[config.mk]
export PLATFORM = sky130hd
export DESIGN_NAME = sdp_pin_if
export DESIGN_NICKNAME = d
export VERILOG_FILES = /design/src/hw/sdp_pkg.sv /design/src/hw/sdp_buf.sv /design/src/hw/sdp_pin_if.sv
export VERILOG_INCLUDE_DIRS = /design/src /design/src/hw
export SDC_FILE = /design/constraint.sdc
export NUM_CORES = 1
export LEC_CHECK = 0
export BUFFER_PORTS_ARGS = -buffer_cell sky130_fd_sc_hd__buf_2
export CAP_MARGIN = 10
export CORE_UTILIZATION = 45
export DETAILED_ROUTE_END_ITERATION = 10
export PLACE_DENSITY = 0.65
export SYNTH_ARGS = -nofsm -noshare
export SYNTH_HDL_FRONTEND = slang
export SYNTH_SLANG_ARGS = --single-unit
[constraint.sdc]
create_clock -name sys_clk -period 3.8 [get_ports sys_clk]
set_input_delay 0.76 -clock sys_clk [delete_from_list [all_inputs] [get_ports sys_clk]]
set_output_delay 0.76 -clock sys_clk [all_outputs]
set_load 0.005 [all_outputs]
[src/hw/sdp_defs.svh]
// constants for the dual sdram pin interface: widths, strobe codes, timing counts
`ifndef SDP_DEFS_SVH
`define SDP_DEFS_SVH

`define SDP_SYS_DW 64
`define SDP_SYS_MW 8
`define SDP_DC_DW 32
`define SDP_DC_MW 4
`define SDP_AW 12
`define SDP_CS_N 4
`define SDP_BANK_W 2
`define SDP_CKE_N 2

// active-low {row strobe, column strobe, write enable} command codes
`define SDP_CMD_NOP 3'h7
`define SDP_CMD_ACT 3'h3
`define SDP_CMD_READ 3'h5
`define SDP_CMD_WRITE 3'h4
`define SDP_CMD_PRE 3'h2
`define SDP_CMD_REF 3'h1
`define SDP_CMD_MRS 3'h0

// idle pin levels, also the reset values, plus the clock-enable level held in suspend
`define SDP_CS_IDLE 4'hf
`define SDP_CKE_ON 2'h3
`define SDP_CKE_OFF 2'h0
`define SDP_SYS_MASK_IDLE 8'hff
`define SDP_DC_MASK_IDLE 4'hf

// timing
`define SDP_CLK_PERIOD_NS 10
`define SDP_EXIT_NS 80
`define SDP_EXIT_CYC ((`SDP_EXIT_NS + `SDP_CLK_PERIOD_NS - 1) / `SDP_CLK_PERIOD_NS)
`define SDP_CAS_LAT 2
`define SDP_BUF_DEPTH 2

`endif

[src/hw/sdp_pkg.sv]
// types shared by the dual sdram pin interface
package sdp_pkg;
    `include "sdp_defs.svh"

    typedef enum logic [2:0] {
        SDP_OP_NOP, SDP_OP_ACT, SDP_OP_READ, SDP_OP_WRITE, SDP_OP_PRE, SDP_OP_REF, SDP_OP_MRS
    } sdp_op_t;

    typedef enum logic {SDP_PORT_SYS, SDP_PORT_DC} sdp_port_t;

    typedef enum logic [1:0] {SDP_ST_RUN, SDP_ST_SUSP, SDP_ST_EXIT} sdp_susp_st_t;

    typedef struct packed {
        sdp_port_t port;
        sdp_op_t op;
        logic [1:0] cs_idx;
        logic [`SDP_BANK_W-1:0] bank;
        logic [`SDP_AW-1:0] addr;
        logic [`SDP_SYS_MW-1:0] byte_en;
        logic [`SDP_SYS_DW-1:0] wdata;
    } sdp_cmd_t;

    typedef struct packed {
        logic [`SDP_AW-1:0] addr;
        logic [3:0] addr_copy_n;
        logic [`SDP_BANK_W-1:0] bank;
        logic [`SDP_CS_N-1:0] cs_n;
        logic [2:0] strobe_n;
        logic [`SDP_CKE_N-1:0] cke;
        logic [`SDP_SYS_MW-1:0] mask;
        logic [`SDP_SYS_DW-1:0] dq_out;
        logic dq_oe;
    } sdp_sys_pins_t;

    typedef struct packed {
        logic cs_n;
        logic [2:0] strobe_n;
        logic [`SDP_AW-1:0] addr;
        logic [`SDP_DC_MW-1:0] mask;
        logic [`SDP_DC_DW-1:0] dq_out;
        logic dq_oe;
    } sdp_dc_pins_t;

    typedef struct packed {
        sdp_port_t port;
        logic [`SDP_SYS_DW-1:0] data;
    } sdp_rd_t;

    function automatic logic [2:0] sdp_strobes(input sdp_op_t op);
        case (op)
            SDP_OP_ACT: return `SDP_CMD_ACT;
            SDP_OP_READ: return `SDP_CMD_READ;
            SDP_OP_WRITE: return `SDP_CMD_WRITE;
            SDP_OP_PRE: return `SDP_CMD_PRE;
            SDP_OP_REF: return `SDP_CMD_REF;
            SDP_OP_MRS: return `SDP_CMD_MRS;
            default: return `SDP_CMD_NOP;
        endcase
    endfunction
endpackage

[src/hw/sdp_buf.sv]
// small valid/ready buffer with registered full and empty flags
`timescale 1ns/1ns
module sdp_buf #(
    parameter int WIDTH = 8,
    parameter int DEPTH = 2
) (
    // clock and reset
    input wire logic sys_clk,
    input wire logic reset,
    // filling side
    input wire logic in_valid,
    output logic in_ready,
    input wire logic [WIDTH-1:0] in_data,
    // draining side
    output logic out_valid,
    input wire logic out_ready,
    output logic [WIDTH-1:0] out_data
);
    localparam int PW = (DEPTH > 1) ? $clog2(DEPTH) : 1;
    localparam int CW = $clog2(DEPTH + 1);

    typedef struct packed {
        logic [DEPTH-1:0][WIDTH-1:0] mem;
        logic [PW-1:0] wr_ptr;
        logic [PW-1:0] rd_ptr;
        logic [CW-1:0] count;
        logic full;
        logic empty;
    } sdp_buf_state_t;

    sdp_buf_state_t q;
    sdp_buf_state_t d;
    logic push;
    logic pop;

    assign in_ready = !q.full;
    assign out_valid = !q.empty;
    assign out_data = q.mem[q.rd_ptr];
    assign push = in_valid && !q.full;
    assign pop = out_ready && !q.empty;

    always_comb begin
        d = q;
        if (push) begin
            d.mem[q.wr_ptr] = in_data;
            d.wr_ptr = (q.wr_ptr == PW'(DEPTH - 1)) ? '0 : q.wr_ptr + PW'(1);
        end
        if (pop) begin
            d.rd_ptr = (q.rd_ptr == PW'(DEPTH - 1)) ? '0 : q.rd_ptr + PW'(1);
        end
        if (push && !pop) begin
            d.count = q.count + CW'(1);
        end else if (pop && !push) begin
            d.count = q.count - CW'(1);
        end
        d.full = (d.count == CW'(DEPTH));
        d.empty = (d.count == '0);
    end

    always_ff @(posedge sys_clk) begin
        if (reset) begin
            q <= '0;
            q.empty <= 1'h1;
        end else begin
            q <= d;
        end
    end
endmodule

[src/hw/sdp_pin_if.sv]
// controller-side pin logic for a system sdram port and a display-cache sdram port
`timescale 1ns/1ns
module sdp_pin_if import sdp_pkg::*; #(
    parameter int CAS_LAT = `SDP_CAS_LAT,
    parameter int EXIT_CYC = `SDP_EXIT_CYC,
    parameter int BUF_DEPTH = `SDP_BUF_DEPTH
) (
    // clock and reset
    input wire logic sys_clk,
    input wire logic reset,
    // command stream
    input wire logic cmd_valid,
    output logic cmd_ready,
    input wire sdp_cmd_t cmd,
    // suspend control
    input wire logic suspend_req,
    input wire logic suspend_self_refresh,
    output logic suspend_ack,
    // read data return
    output logic rd_valid,
    output sdp_rd_t rd,
    // system memory pins
    output logic [`SDP_AW-1:0] sys_mem_addr,
    output logic [3:0] sys_mem_addr_copy_n,
    output logic [`SDP_BANK_W-1:0] sys_bank_sel,
    output logic [`SDP_CS_N-1:0] sys_chip_sel_n,
    output logic sys_row_strobe_n,
    output logic sys_col_strobe_n,
    output logic sys_write_en_n,
    output logic [`SDP_CKE_N-1:0] sys_clk_en,
    output logic [`SDP_SYS_MW-1:0] sys_byte_mask,
    input wire logic [`SDP_SYS_DW-1:0] sys_mem_dq_in,
    output logic [`SDP_SYS_DW-1:0] sys_mem_dq_out,
    output logic sys_mem_dq_oe,
    // display-cache pins
    output logic dc_chip_sel_n,
    output logic dc_row_strobe_n,
    output logic dc_row_strobe_alias_n,
    output logic dc_col_strobe_n,
    output logic dc_write_en_n,
    output logic [`SDP_AW-1:0] dc_addr,
    output logic [`SDP_DC_MW-1:0] dc_byte_mask,
    input wire logic [`SDP_DC_DW-1:0] dc_dq_in,
    output logic [`SDP_DC_DW-1:0] dc_dq_out,
    output logic dc_dq_oe
);
    typedef struct packed {
        sdp_susp_st_t st;
        logic [7:0] exit_cnt;
        logic ack;
        sdp_sys_pins_t sys;
        sdp_dc_pins_t dc;
        logic [CAS_LAT:0] rd_pipe;
        logic [CAS_LAT:0] rd_dc_pipe;
        logic rd_valid;
        sdp_rd_t rd;
    } sdp_state_t;

    sdp_state_t q;
    sdp_state_t d;

    logic buf_valid;
    logic buf_ready;
    logic [$bits(sdp_cmd_t)-1:0] buf_data;
    sdp_cmd_t head;
    logic sys_rd_busy;
    logic dc_rd_busy;
    logic turn_hazard;

    // two-entry buffer: a stall here pushes back on cmd_ready, so no command is lost
    sdp_buf #(
        .WIDTH($bits(sdp_cmd_t)),
        .DEPTH(BUF_DEPTH)
    ) i_sdp_buf (
        .sys_clk(sys_clk),
        .reset(reset),
        .in_valid(cmd_valid),
        .in_ready(cmd_ready),
        .in_data(cmd),
        .out_valid(buf_valid),
        .out_ready(buf_ready),
        .out_data(buf_data)
    );

    assign head = sdp_cmd_t'(buf_data);

    // read data still due back on a bus would collide with our write data
    assign sys_rd_busy = |(q.rd_pipe[CAS_LAT-1:0] & ~q.rd_dc_pipe[CAS_LAT-1:0]);
    assign dc_rd_busy = |(q.rd_pipe[CAS_LAT-1:0] & q.rd_dc_pipe[CAS_LAT-1:0]);
    assign turn_hazard = (head.op == SDP_OP_WRITE) &&
        ((head.port == SDP_PORT_SYS) ? sys_rd_busy : dc_rd_busy);

    // commands leave the buffer only while running and not asked to suspend
    assign buf_ready = (q.st == SDP_ST_RUN) && !suspend_req && !turn_hazard;

    always_comb begin
        d = q;
        // idle pins every cycle unless a command below claims them
        d.sys.cs_n = `SDP_CS_IDLE;
        d.sys.strobe_n = `SDP_CMD_NOP;
        d.sys.mask = `SDP_SYS_MASK_IDLE;
        d.sys.dq_oe = 1'h0;
        d.dc.cs_n = 1'h1;
        d.dc.strobe_n = `SDP_CMD_NOP;
        d.dc.mask = `SDP_DC_MASK_IDLE;
        d.dc.dq_oe = 1'h0;

        // read return: data is on the bus CAS_LAT edges after the command edge
        d.rd_pipe = {q.rd_pipe[CAS_LAT-1:0], 1'h0};
        d.rd_dc_pipe = {q.rd_dc_pipe[CAS_LAT-1:0], 1'h0};
        d.rd_valid = q.rd_pipe[CAS_LAT];
        if (q.rd_pipe[CAS_LAT]) begin
            if (q.rd_dc_pipe[CAS_LAT]) begin
                d.rd.port = SDP_PORT_DC;
                d.rd.data = {{(`SDP_SYS_DW - `SDP_DC_DW){1'h0}}, dc_dq_in};
            end else begin
                d.rd.port = SDP_PORT_SYS;
                d.rd.data = sys_mem_dq_in;
            end
        end

        case (q.st)
            SDP_ST_RUN: begin
                if (suspend_req) begin
                    // pending commands stay buffered and go out after wake-up
                    d.sys.cke = `SDP_CKE_OFF;
                    if (suspend_self_refresh) begin
                        d.sys.cs_n = '0;
                        d.sys.strobe_n = `SDP_CMD_REF;
                    end
                    d.ack = 1'h1;
                    d.st = SDP_ST_SUSP;
                end else if (buf_valid && buf_ready) begin
                    if (head.port == SDP_PORT_SYS) begin
                        d.sys.addr = head.addr;
                        d.sys.addr_copy_n = ~head.addr[7:4];
                        d.sys.bank = head.bank;
                        if (head.op != SDP_OP_NOP) begin
                            d.sys.cs_n = ~(`SDP_CS_N'(1) << head.cs_idx);
                        end
                        d.sys.strobe_n = sdp_strobes(head.op);
                        if (head.op == SDP_OP_READ || head.op == SDP_OP_WRITE) begin
                            d.sys.mask = ~head.byte_en;
                        end
                        if (head.op == SDP_OP_WRITE) begin
                            d.sys.dq_out = head.wdata;
                            d.sys.dq_oe = 1'h1;
                        end
                        if (head.op == SDP_OP_READ) begin
                            d.rd_pipe[0] = 1'h1;
                            d.rd_dc_pipe[0] = 1'h0;
                        end
                    end else begin
                        d.dc.addr = head.addr;
                        if (head.op != SDP_OP_NOP) begin
                            d.dc.cs_n = 1'h0;
                        end
                        d.dc.strobe_n = sdp_strobes(head.op);
                        if (head.op == SDP_OP_READ || head.op == SDP_OP_WRITE) begin
                            d.dc.mask = ~head.byte_en[`SDP_DC_MW-1:0];
                        end
                        if (head.op == SDP_OP_WRITE) begin
                            d.dc.dq_out = head.wdata[`SDP_DC_DW-1:0];
                            d.dc.dq_oe = 1'h1;
                        end
                        if (head.op == SDP_OP_READ) begin
                            d.rd_pipe[0] = 1'h1;
                            d.rd_dc_pipe[0] = 1'h1;
                        end
                    end
                end
            end
            SDP_ST_SUSP: begin
                // clock enables held low for the whole suspend
                if (!suspend_req) begin
                    d.sys.cke = `SDP_CKE_ON;
                    d.exit_cnt = 8'(EXIT_CYC);
                    d.st = SDP_ST_EXIT;
                end
            end
            SDP_ST_EXIT: begin
                // only nops until the array has left self refresh or power-down
                d.exit_cnt = q.exit_cnt - 8'h01;
                if (q.exit_cnt <= 8'h01) begin
                    d.ack = 1'h0;
                    d.st = SDP_ST_RUN;
                end
            end
            default: begin
                d.st = SDP_ST_RUN;
            end
        endcase
    end

    always_ff @(posedge sys_clk) begin
        if (reset) begin
            q <= '0;
            q.sys.cs_n <= `SDP_CS_IDLE;
            q.sys.strobe_n <= `SDP_CMD_NOP;
            q.sys.cke <= `SDP_CKE_ON;
            q.sys.mask <= `SDP_SYS_MASK_IDLE;
            q.sys.addr_copy_n <= 4'hf;
            q.dc.cs_n <= 1'h1;
            q.dc.strobe_n <= `SDP_CMD_NOP;
            q.dc.mask <= `SDP_DC_MASK_IDLE;
        end else begin
            q <= d;
        end
    end

    // every pin below is a flip-flop output
    assign suspend_ack = q.ack;
    assign rd_valid = q.rd_valid;
    assign rd = q.rd;

    assign sys_mem_addr = q.sys.addr;
    assign sys_mem_addr_copy_n = q.sys.addr_copy_n;
    assign sys_bank_sel = q.sys.bank;
    assign sys_chip_sel_n = q.sys.cs_n;
    assign sys_row_strobe_n = q.sys.strobe_n[2];
    assign sys_col_strobe_n = q.sys.strobe_n[1];
    assign sys_write_en_n = q.sys.strobe_n[0];
    assign sys_clk_en = q.sys.cke;
    assign sys_byte_mask = q.sys.mask;
    assign sys_mem_dq_out = q.sys.dq_out;
    assign sys_mem_dq_oe = q.sys.dq_oe;

    assign dc_chip_sel_n = q.dc.cs_n;
    assign dc_row_strobe_n = q.dc.strobe_n[2];
    assign dc_row_strobe_alias_n = q.dc.strobe_n[2];
    assign dc_col_strobe_n = q.dc.strobe_n[1];
    assign dc_write_en_n = q.dc.strobe_n[0];
    assign dc_addr = q.dc.addr;
    assign dc_byte_mask = q.dc.mask;
    assign dc_dq_out = q.dc.dq_out;
    assign dc_dq_oe = q.dc.dq_oe;
endmodule

# Word level (Yosys, flattened, before mapping)
# Index checks and enable logic that the tools add are counted.
[totals] register_bits=426 input_bits=193 output_inout_bits=222 wordCells=135
[op_classes] addsub=5 magnitude_cmp=4 n_eq_ne=12 shift=1 muxes=32 bitwise_logic=12 n_reduce_logical=37
[op_table] op="$mux 92" count=3
[op_table] op="$bwmux 184" count=1
[op_table] op="$demux 92 s1" count=1
[op_table] op="$mux 65" count=1
[op_table] op="$mux 7" count=4
[op_table] op="$pmux 3 s6" count=1
[op_table] op="$pmux 8 s2" count=1
[op_table] op="$mux 2" count=6
[op_table] op="$not 4->4" count=3
[op_table] op="$reduce_or 6->1" count=2
[op_table] op="$mux 10" count=1
[op_table] op="$reduce_and 5->1" count=2
[op_table] op="$reduce_or 5->1" count=2
[op_table] op="$eq 3x3->1 const B" count=3
[op_table] op="$mux 1" count=9
[op_table] op="$reduce_and 3->1" count=3
[op_table] op="$le 8x1->1 const B" count=1
[op_table] op="$logic_and 1x1->1" count=8
[op_table] op="$not 8->8" count=1
[op_table] op="$reduce_and 4->1" count=2
[op_table] op="$sub 8x1->8 const B" count=1
[op_table] op="$eq 3x2->1 const B" count=2
[op_table] op="$logic_not 1->1" count=6
[op_table] op="$ne 2x2->1 const B" count=3
[op_table] op="23 further kinds" count=36

# Logic depth before layout (Yosys ltp)
# Gate-level depths: netlist of run 1.
[logic_depth] depth_word=12 ltp_mapped=7 ltp_nobuf=5

# Cells and area by module
# Synthesis of run 1 repeated with hierarchy kept, for this count alone.
[unflattened] cells_unflattened=2158 hier_area_um2=18670.4
[modules_own_cells] mod="sdp_pin_if" n_inst=1 cells_each=1221 area_each_um2=10921.7
[modules_own_cells] mod="sdp_buf" n_inst=1 cells_each=937 area_each_um2=7748.7

# Worst setup path before layout of run 1
# OpenSTA, ideal clock, no wires.
[synth_timing] kind="in2reg" start="input port suspend_req" end="register i_sdp_buf.q[3] in the netlist's numbering" setup_ps=121 arrival_ps=2025 required_time_ps=3679 path_slack_ps=1654 path_stages=4 n_path_buf=0 path_cell_list="or4_4 -> a31oi_4 -> mux2i_1 -> mux2_2"
[synth_between] elab_chain_cells=7 elab_cells_between_ends=9 classes_between="2 x mux; 7 x reduce/logical"
[synth_lines] element="from (decl)" line="sdp_pin_if.sv:16" source="input wire logic suspend_req,"
[synth_lines] element="$logic_not 1->1 (*)"
[synth_lines] element="$logic_and 1x1->1 (*) (2 in series)" line="sdp_pin_if.sv:94" source="assign buf_ready = (q.st == SDP_ST_RUN) && !suspend_req && !turn_hazard;"
[synth_lines] element="$logic_and 1x1->1 (*)" line="sdp_buf.sv:40" source="assign pop = out_ready && !q.empty;"
[synth_lines] element="$logic_and 1x1->1 or $logic_not 1->1 (tied branches)" line="sdp_buf.sv:53, sdp_buf.sv:51"
[synth_lines] element="$mux 2 or $logic_and 1x1->1 (tied branches)" line="sdp_buf.sv:53, sdp_buf.sv:51"
[synth_lines] element="$mux 2 (*)" line="sdp_buf.sv:51" source="if (push && !pop) begin"
[synth_lines] element="to (decl)" line="sdp_buf.sv:31" source="sdp_buf_state_t q;"
# Every way passes the cells marked *; elsewhere a longest branch is shown, timed or not.
# A chain may end at the register's enable or synchronous reset.

# Worst setup path after layout of run 1
[layout_timing] start="register i_sdp_buf.q[4] in the netlist's numbering" end="register q (netlist bit sys_chip_sel_n[1])"
[layout_between] elab_chain_cells=9 elab_cells_between_ends=15 classes_between="1 x eq/ne; 1 x shift; 7 x mux; 1 x bitwise; 5 x reduce/logical"
[layout_lines] element="$mux 92 (not written as such) (*) (2 in series)" line="sdp_buf.sv:38" source="assign out_data = q.mem[q.rd_ptr];"
[layout_lines] element="$eq 3x2->1 or $mux 1 (tied branches)" line="sdp_pin_if.sv:90, sdp_pin_if.sv:91"
[layout_lines] element="$logic_and 1x1->1" line="sdp_pin_if.sv:90" source="assign turn_hazard = (head.op == SDP_OP_WRITE) &&"
[layout_lines] element="$logic_not 1->1" line="sdp_pin_if.sv:94"
[layout_lines] element="$logic_and 1x1->1" line="sdp_pin_if.sv:94"
[layout_lines] element="$logic_and 1x1->1" line="sdp_pin_if.sv:133" source="end else if (buf_valid && buf_ready) begin"
[layout_lines] element="$mux 7 (*)" line="sdp_pin_if.sv:133"
[layout_lines] element="$mux 7 (*)" line="sdp_pin_if.sv:124" source="if (suspend_req) begin"
[layout_lines] element="to (decl)" line="sdp_pin_if.sv:59" source="sdp_state_t q;"
# Every way passes the cells marked *; elsewhere a longest branch is shown, timed or not. The select of a mux whose other input is x is not followed.

==> results of run 1 <==
-- cells in the final DEF (no fill, tap or decap), drive strengths merged, types with 3 or more instances in the layout --
master	Yosys	final
and2	3	3
clkinv	0	9
xnor2	5	5
buf	258	434
nor3	6	6
nor4	7	7
nor2b	45	45
mux2	4	4
nand2b	6	6
a21oi	234	234
o21a	5	5
a211oi	150	150
nand2	389	389
xor2	3	3
diode	0	6
dfxtp	425	425
o21ai	10	10
inv	8	9
clkbuf	99	66
mux2i	128	128
or3	18	18
nor2	209	209
-- metal layers --
layer	global-route usage	part of all wire	vias up
met5	0	0.0015	-
met4	0.07814	0.027	10
met3	0.06164	0.071	86
met2	0.3318	0.45	334
met1	0.2730	0.45	6513
li1	-	-	6890
-- flip-flops by register name, summed over array words and instances (netlist names), 2 cells and up --
signal	flops
sys_mem_dq_out	64
sys_chip_sel_n	4
q	11
sys_bank_sel	2
rd	65
sys_mem_addr	12
i_sdp_buf.q	190
sys_byte_mask	8
dc_dq_out	32
dc_byte_mask	4
sys_mem_addr_copy_n	4
dc_addr	12
d	5
-- cell families after synthesis --
logic type,share of synthesized area
AND/OR/NAND/NOR,0.1599
flip-flops,0.4694
AO/OA/AOI/OAI,0.1642
buffers and inverters,0.1267
multiplexers,0.07461
XOR/XNOR,0.003865
adder cells (fa/ha/maj),0.001380
-- metrics by stage --
step                      hold WS [ns]  total power [uW]
after floorplan                 0.4228              5488
after global placement          0.4319              5797
after detailed placement        0.4361              5824
after CTS                       0.3912             10070
after global routing            0.4136             10370
final                           0.4243              9944
-- how the worst min path moves through the flow --
stage	start	to
after global routing	sys_mem_dq_in[51]	rd[51]
after global placement	sys_mem_addr_copy_n[3]	sys_mem_addr_copy_n[3]
after floorplan	sys_mem_addr_copy_n[0]	sys_mem_addr_copy_n[0]
final	sys_mem_dq_in[46]	rd[46]
after CTS	sys_mem_dq_in[47]	rd[47]
after detailed placement	sys_mem_addr_copy_n[0]	sys_mem_addr_copy_n[0]
-- final cells by class --
class,count,area [sq um],share of cell area
multi-input cells,1254,7371,0.3625
diodes,6,15.01,0.0007384
flip-flops and latches,425,8514,0.4187
well taps,525,656.9,0.03231
repair buffers,434,2327,0.1145
clock buffers,66,1294,0.06363
inverters,8,30.03,0.001477
clock inverters,12,125.1,0.006153
-- critical path: stages, from the launching register on --
cell and delay (ns):
dfxtp_4 0.88, buf_4 0.91, mux2_2 0.44, nor4_1 0.28, o21ai_0 0.13
-- power by group through the flow --
stage                     combinational, uW  sequential (uW)  clock, uW
final                                   958             4760       4230
after CTS                               969             4760       4340
after global placement                  948             4850          0
after global routing                   1060             4780       4520
after floorplan                         685             4800          0
after detailed placement                965             4860          0
==> metrics.md, run 1 <==
| Metric | Value |
|---|---|
| Flop pwr share | `0.479` |
| Final net count | `2362` |
| CP Class | `flop to flop` |
| Warnings, synthesis | `0` |
| Placed cell area | `0.01888 sq mm` |
| Status | `finished clean` |
| Crit end category | `flop` |
| Final setup violation count | `0` |
| Reg-to-reg slack, setup | `0.87 ns` |
| Slew headroom | `0.2877` |
| Residual DRC | `0` |
| Distinct cells, synth | `56` |
| Final wirelength | `44.45 mm` |
| Pre-CTS setup slack | `0.9082 ns` |
| Setup repair bufs after CTS | `0` |
| Clock slew at reported path FFs | `0.06 ns` |
| Largest area contributor in the netlist | `dfxtp_1` |
| Max Clk Rate | `roughly 340 MHz` |
| Cell row count | `73` |
| Main area contributors after synthesis | `dfxtp_1, buf_4, nand2_1, mux2i_1, a21oi_1` |
| Final Util | `0.5118` |
| Synthesized flop and latch total | `425` |
| Psw | `2460 uW` |
| Total gr overflow | `0` |
| PostCTS Resize Cnt | `0` |
| CTS Hold Buffers Added | `0` |
| CTS tree | `built` |
| Starting Density | `0.4562` |
| Crit start category | `flop` |
| Synth Cell Area | `roughly 0.018 sq mm` |
| CTS Sinks | `~430` |
| Most used flip-flop cell after synthesis | `dfxtp_1` |
| Share of cells above drive strength 1 | `0.2783` |
| Antenna violations before repair | `10` |
| Crit path launch | `i_sdp_buf.q[4]` |
| Clock buffer depth | `3` |
| Async set-reset flop share out of synthesis | `0` |
| Fillers | `around 3800` |
| Pwr dens | `between 400 and 500 mW/mm^2` |
| Cell with the most instances after synthesis | `dfxtp_1` |
| Synth top cells by count | `dfxtp_1, nand2_1, a21oi_1, buf_4, nor2_1` |
| Largest net degree at the start of global routing | `136` |
| Worst Tran Pin Value | `roughly 1.1 ns` |
| HP Class | `input pin to flop` |
| Critical Path RT | `4.21 ns` |
| Die area | `0.04109 sq mm` |
| Int Power | `7483 uW` |
| IO buf count | `414` |
| Tcrit/Tclk final | `0.7713` |
| Chip width | `202.7 um` |
| Via/cell ratio | `5.067` |
| Clock Power Share | `0.425` |
| Sequential share of the synthesized area | `0.4694` |
| Inst Count DP | `approximately 2600` |
| Vias in the first global route | `around 13000` |
| Worst hold path depth | `3` |
| Die span in y | `202.7 um` |
| Synth top area share | `0.4694` |
| Cells after Synth | `just over 2000` |
| FF-to-FF Start | `i_sdp_buf.q[4]` |
| EDFF count, synth | `0` |
| Remaining antenna violation count | `0` |
| RR Endpoint | `sys_chip_sel_n[1]` |
| H-Tree Depth | `2` |
| Clk_lat worst skew | `0.56 ns` |
| Syn nets | `2239` |
| Fin crit period | `approximately 3 ns` |
| Dpl hpwl | `between 20 and 30 mm` |
| Vias | `13830` |
| Cell area after layout | `a little over 0.02 sq mm` |
| Pre-antenna DRT Iters | `5` |
| Worst Path Arrival | `around 3.3 ns` |
| Maximum vdd drop | `~0.39 mV` |
| Gr usage total | `0.2109` |
| Non-filler cells, final | `2730` |
| Io pins | `415` |
| DR WL/cell | `16.28 um` |
| Core ar. | `between 0.03 and 0.04 sq mm` |
| Switching Share | `0.2474` |
| First-pass GRT wire length | `69.72 mm` |
| Max-cap violation count | `0` |
| Final Worst Setup Slack | `0.8690 ns` |
| Crit Path Max Fanout | `59` |
| Fin. max-slew vios | `0` |
| Combinational Power Share | `0.096` |
| Gpl congestion | `0.9257` |
| Setup TNS Final | `0 ns` |
| Final Hold Fails | `0` |
| Clk Tree Root Cell | `clkbuf_16` |
| Layout area overhead | `12.17%` |
| Syn_area_per_cell | `~8.9 sq um` |
| RSZ-0062 raised after global routing | `no` |
| Drt initial violations | `around 650` |
| Worst-case reg-to-reg path depth | `4` |
| Leak pwr | `a little under 0.008 uW` |
| CTS buffer count | `44` |
| Skew final | `0.01750 ns` |
| Worst setup path end | `sys_chip_sel_n[1]` |
(Power assumes the default switching activity.)
==> inputs of run 2 (changes only) <==
==> constraint.sdc (replaced) <==
create_clock -name sys_clk -period 2.7 [get_ports sys_clk]
set_input_delay 0.54 -clock sys_clk [delete_from_list [all_inputs] [get_ports sys_clk]]
set_output_delay 0.54 -clock sys_clk [all_outputs]
set_load 0.005 [all_outputs]
==> metrics.md, run 2 (synthesized netlist as in run 1, its figures left out) <==
| Metric | Value |
|---|---|
| Die span in y | `202.7 um (unchanged)` |
| Fin. max-slew vios | `0 (unchanged)` |
| Core ar. | `0.03973 sq mm (unchanged)` |
| HP Class | `input pin to flop` |
| Pre-CTS setup slack | `0.1358 ns (-0.7724 ns)` |
| Leak pwr | `0.007932 uW (+1.3%)` |
| Placed cell area | `0.01902 sq mm (+0.72%)` |
| Maximum vdd drop | `0.5033 mV (+30%)` |
| RSZ-0062 raised after global routing | `no` |
| Slew headroom | `0.3546 (+0.06688)` |
| Max Clk Rate | `421.1 MHz (+23%)` |
| Pre-antenna DRT Iters | `5 (unchanged)` |
| Status | `finished clean` |
| Crit start category | `flop` |
| DR top layer | `met5` |
| Critical Path RT | `3.18 ns (-1.03 ns)` |
| First-pass GRT wire length | `71.31 mm (+2.3%)` |
| Max reg flops | `190 (unchanged)` |
| Fin crit period | `2.375 ns (-0.5564 ns)` |
| Most frequent cells in the layout | `dfxtp_1, buf_2, nand2_1` |
| CTS Hold Buffers Added | `0 (unchanged)` |
| Largest net degree at the start of global routing | `149 (+9.6%)` |
| Cell Chain, Critical Path | `nor4_2, nand2_1, nor4b_4, buf_12, nor2_1, a211oi_2` |
| Worst hold path depth | `3 (unchanged)` |
| Setup repair bufs after CTS | `0 (unchanged)` |
| Met3 Wirelength | `3.367 mm (+7.2%)` |
| Drt initial violations | `710 (+8.7%)` |
| H-Tree Depth | `2 (unchanged)` |
| Clk Tree Root Cell | `clkbuf_16` |
| Starting Density | `0.4562 (unchanged)` |
| Combinational Power Share | `0.098 (+0.002)` |
| Flop pwr share | `0.462 (-0.017)` |
| Layout area overhead | `13.40%` |
| Worst path max stage delay | `0.47 ns (-0.44 ns)` |
| Via/cell ratio | `5.114 (+0.93%)` |
| Tcrit/Tclk final | `0.8795 (+0.1082)` |
| Antenna violations before repair | `8 (-2)` |
| Worst Path Arrival | `2.86 ns (-0.48 ns)` |
| Clock Power Share | `0.440 (+0.015)` |
| Met2 WL | `21.20 mm (+5.1%)` |
| Cell row count | `73 (unchanged)` |
| Final wirelength | `45.78 mm (+3.0%)` |
| Final net count | `2371 (+0.38%)` |
| Vias in the first global route | `13330 (+2.9%)` |
| CP Class | `flop to flop` |
| Clock slew at reported path FFs | `0.06 ns (about the same)` |
| Final Hold Fails | `0 (unchanged)` |
| Die area | `0.04109 sq mm (unchanged)` |
| Cell area after layout | `0.02056 sq mm (+1.1%)` |
| Share of cells above drive strength 1 | `0.2812 (+0.002871)` |
| PostCTS Resize Cnt | `0 (unchanged)` |
| Worst Tran Pin Value | `0.9681 ns (-0.1003 ns)` |
| CTS buffer count | `46 (+4.5%)` |
| Max-cap violation count | `0 (unchanged)` |
| Vias | `13990 (+1.2%)` |
| DR WL/cell | `16.73 um (+2.8%)` |
| IO buf count | `414 (unchanged)` |
| Dpl hpwl | `29.45 mm (+0.83%)` |
| Switching Share | `0.2434 (-0.004049)` |
| Metal1 wirelength | `19.87 mm (about the same)` |
| CTS tree | `built` |
| Total gr overflow | `0 (unchanged)` |
| Crit Path Max Fanout | `62 (+5.1%)` |
| Setup TNS Final | `0 ns (unchanged)` |
| Final Worst Setup Slack | `0.3254 ns (-0.5436 ns)` |
| Residual DRC | `0 (unchanged)` |
| Final setup violation count | `0 (unchanged)` |
| Crit-path slowest cell | `nor4b_4` |
| Commonest non-fill, non-tap cell in the layout | `dfxtp_1` |
| Int Power | `10900 uW (+46%)` |
| Fillers | `3747 (-0.79%)` |
| Worst-case reg-to-reg path depth | `6 (+2)` |
| Largest Register | `i_sdp_buf.q` |
| Gpl congestion | `0.9507 (+2.7%)` |
| Pwr dens | `701.0 mW/mm^2 (+43%)` |
| Remaining antenna violation count | `0 (unchanged)` |
| Psw | `3507 uW (+43%)` |
| Gr usage total | `0.2173 (+0.006417)` |
| CTS Sinks | `425 (unchanged)` |
| Crit end category | `flop` |
| Clock buffer depth | `3 (unchanged)` |
| Clk_lat worst skew | `0.57 ns (about the same)` |
| Final Util | `0.5174 (+0.005605)` |
| Skew final | `0.01605 ns (-0.001453 ns)` |
| Chip width | `202.7 um (unchanged)` |
| Io pins | `415 (unchanged)` |
run 2: final cells by class:
cell class | count | area, sq um | area share
multi-input combinational | 1254 | 7371 | 0.3586
clock buffer | 65 | 1356 | 0.06598
clock inverter | 12 | 165.2 | 0.008035
sequential | 425 | 8514 | 0.4142
antenna | 6 | 15.01 | 0.0007304
tap | 525 | 656.9 | 0.03196
inverter | 8 | 30.03 | 0.001461
timing repair buffer | 441 | 2447 | 0.1191
run 2: metal layers:
layer | global-route usage | vias to the layer above
met5 | 0 | -
met3 | 0.06212 | 89
li1 | - | 6907
met4 | 0.07948 | 10
met1 | 0.2711 | 6601
met2 | 0.3558 | 386
run 2: through the flow:
stage / total power, uW / std cells / hold WS (ns)
2_1_floorplan: 7724 / 2044 / 0.4228
3_3_place_gp: 8184 / 2653 / 0.4323
3_5_place_dp: 8226 / 2653 / 0.4376
4_1_cts: 14580 / 2730 / 0.1665
5_1_grt: 14990 / 2730 / 0.1924
6_report: 14410 / 2736 / 0.2009
run 2: final timing paths:
kind                            end                   start  slack [ns]
max reg2reg      sys_mem_dq_out[44]                  q[235]        0.33
min                          rd[46]       sys_mem_dq_in[46]        0.20
max              sys_mem_dq_out[44]                  q[235]        0.33
min reg2reg  sys_mem_addr_copy_n[3]  sys_mem_addr_copy_n[3]        0.44
run 2: critical path, delay by kind of cell (launching register included):
| kind | cells | cell delay, ns |
|---|---|---|
| AO/OA/AOI/OAI | 1 | 0.22 |
| buffers and inverters | 1 | 0.34 |
| flip-flops | 1 | 0.44 |
| AND/OR/NAND/NOR | 4 | 1.21 |
run 2: power groups by stage:
stage          Clock (uW)  Sequential, uW  Combinational, uW
6_report             6330            6660               1410
2_1_floorplan           0            6760                964
3_5_place_dp            0            6800               1430
5_1_grt              6730            6690               1560
4_1_cts              6490            6660               1430
3_3_place_gp            0            6790               1400
==> inputs of run 3 (changes only) <==
--- a/config.mk
+++ b/config.mk
@@ -9,6 +9,7 @@
 export BUFFER_PORTS_ARGS = -buffer_cell sky130_fd_sc_hd__buf_2
 export CAP_MARGIN = 10
 export CORE_UTILIZATION = 45
+export CTS_BUF_LIST = sky130_fd_sc_hd__clkbuf_8
 export DETAILED_ROUTE_END_ITERATION = 10
 export PLACE_DENSITY = 0.65
 export SYNTH_ARGS = -nofsm -noshare
==> metrics.md, run 3 (synthesized netlist as in run 1, its figures left out) <==
| Metric | Value |
|---|---|
| Final Hold Fails | `0 (unchanged)` |
| Most frequent cells in the layout | `dfxtp_1, buf_2, nand2_1` |
| Cell Chain, Critical Path | `nor4_2, nand2_1, nor4b_4, buf_12, nor2_1, a211oi_2` |
| Setup repair bufs after CTS | `0 (unchanged)` |
| CP Class | `flop to flop` |
| Vias | `14090 (+0.69%)` |
| Largest net degree at the start of global routing | `149 (unchanged)` |
| Leak pwr | `0.008057 uW (+1.6%)` |
| RSZ-0062 raised after global routing | `no` |
| Fin. max-slew vios | `0 (unchanged)` |
| CTS Hold Buffers Added | `0 (unchanged)` |
| Antenna violations before repair | `9 (+1)` |
| Remaining antenna violation count | `0 (unchanged)` |
| Max-cap violation count | `0 (unchanged)` |
| DR WL/cell | `16.40 um (-2.0%)` |
| Pwr dens | `678.2 mW/mm^2 (-3.2%)` |
| Largest Register | `i_sdp_buf.q` |
| Status | `finished clean` |
| Setup TNS Final | `0 ns (unchanged)` |
| Fillers | `3783 (+0.96%)` |
| Chip width | `202.7 um (unchanged)` |
| Gr usage total | `0.2181 (+0.0007355)` |
| Commonest non-fill, non-tap cell in the layout | `dfxtp_1` |
| CTS Sinks | `425 (unchanged)` |
| Clk Tree Root Cell | `clkbuf_8` |
| H-Tree Depth | `3 (+1)` |
| Fin crit period | `2.346 ns (-0.02911 ns)` |
| Final net count | `2400 (+1.2%)` |
| Worst Path Arrival | `2.87 ns (about the same)` |
| Cell row count | `73 (unchanged)` |
| Critical Path RT | `3.23 ns (+0.05 ns)` |
| Slew headroom | `0.3558 (+0.001251)` |
| PostCTS Resize Cnt | `0 (unchanged)` |
| Clock slew at reported path FFs | `0.06 ns (about the same)` |
| Crit start category | `flop` |
| Dpl hpwl | `29.45 mm (unchanged)` |
| Residual DRC | `0 (unchanged)` |
| Maximum vdd drop | `0.4348 mV (-14%)` |
| Worst path max stage delay | `0.47 ns (about the same)` |
| Core ar. | `0.03973 sq mm (unchanged)` |
| HP Class | `input pin to flop` |
| Layout area overhead | `13.38% (about the same)` |
| Final setup violation count | `0 (unchanged)` |
| Crit-path slowest cell | `nor4b_4` |
| Pre-antenna DRT Iters | `5 (unchanged)` |
| Clk_lat worst skew | `0.61 ns (+0.04 ns)` |
| Starting Density | `0.4562 (unchanged)` |
| CTS tree | `built` |
| Worst-case reg-to-reg path depth | `6 (unchanged)` |
| Max reg flops | `190 (unchanged)` |
| First-pass GRT wire length | `71.57 mm (+0.37%)` |
| Gpl congestion | `0.9507 (unchanged)` |
| IO buf count | `414 (unchanged)` |
| Worst Tran Pin Value | `0.9662 ns (-0.001876 ns)` |
| Via/cell ratio | `5.048 (-1.3%)` |
| Share of cells above drive strength 1 | `0.2932 (+0.01205)` |
| Max Clk Rate | `426.3 MHz (+1.2%)` |
| Total gr overflow | `0 (unchanged)` |
| Die area | `0.04109 sq mm (unchanged)` |
| Drt initial violations | `760 (+7.0%)` |
| Vias in the first global route | `13560 (+1.8%)` |
| Tcrit/Tclk final | `0.8687 (-0.01078)` |
| Clock buffer depth | `3 (unchanged)` |
| Worst hold path depth | `3 (unchanged)` |
| Die span in y | `202.7 um (unchanged)` |
| Crit end category | `flop` |
| Skew final | `0.02211 ns (+0.006065 ns)` |
| Final Util | `0.5173 (about the same)` |
| CTS buffer count | `75 (+63%)` |
| Crit Path Max Fanout | `62 (unchanged)` |
| Io pins | `415 (unchanged)` |
| Final wirelength | `45.76 mm (about the same)` |
## run 3: cell types whose count changed in the layout (fill, tap and decap cells not counted)
cell and change:
inv_6 +3, inv_1 +22, clkbuf_16 -49, diode_2 -1, clkbuf_1 -9, clkinv_2 +3, bufinv_16 -3, clkbuf_8 +89
## run 3: metrics by stage
step                worst slack, ns  total power, uW  instances  hold slack, ns  cell area [sq um]
finish                       0.3545            13940       2791          0.1555              20550
CTS                          0.3098            14150       2786         0.09545              20540
detailed placement           0.1358             8226       2653          0.4376              19020
floorplan                    0.7738             7724       2044          0.4228              18130
global route                 0.1429            14600       2786          0.1223              20540
global placement             0.1840             8184       2653          0.4323              19020
## run 3: layout make-up
cell class              count  area (sq um)  share of cell area
flip-flops and latches    425          8514              0.4143
multi-input cells        1254          7371              0.3586
repair buffers            441          2447              0.1191
clock buffers              96          1321             0.06429
well taps                 525         656.9             0.03196
clock inverters            37         198.9            0.009680
inverters                   8         30.03            0.001461
diodes                      5         12.51           0.0006088
## run 3: layer usage
layer,share of wire,track usage,vias to the layer above
li1,-,-,6983
met1,0.43,0.2681,6604
met2,0.46,0.3540,396
met3,0.079,0.07368,96
met4,0.024,0.07787,10
met5,0.0015,0,-
## run 3: critical path, delay by kind of cell, from the launching register on
kind	cells	cell delay (ns)
simple gates	4	1.21
buf+inv	1	0.34
compound gates	1	0.21
flops	1	0.44
## run 3: power by group
part	internal [uW]	switching (uW)
sequential	6520	143
clock	3290	2570
combinational	531	879
total	10300	3590
## run 3: worst paths after layout
check | slack [ns] | from | end
setup / recovery | 0.35 | q[235] | sys_mem_dq_out[44]
hold / removal | 0.16 | sys_mem_dq_in[49] | rd[49]
setup reg to reg | 0.35 | q[235] | sys_mem_dq_out[44]
hold reg to reg | 0.44 | sys_mem_addr_copy_n[3] | sys_mem_addr_copy_n[3]
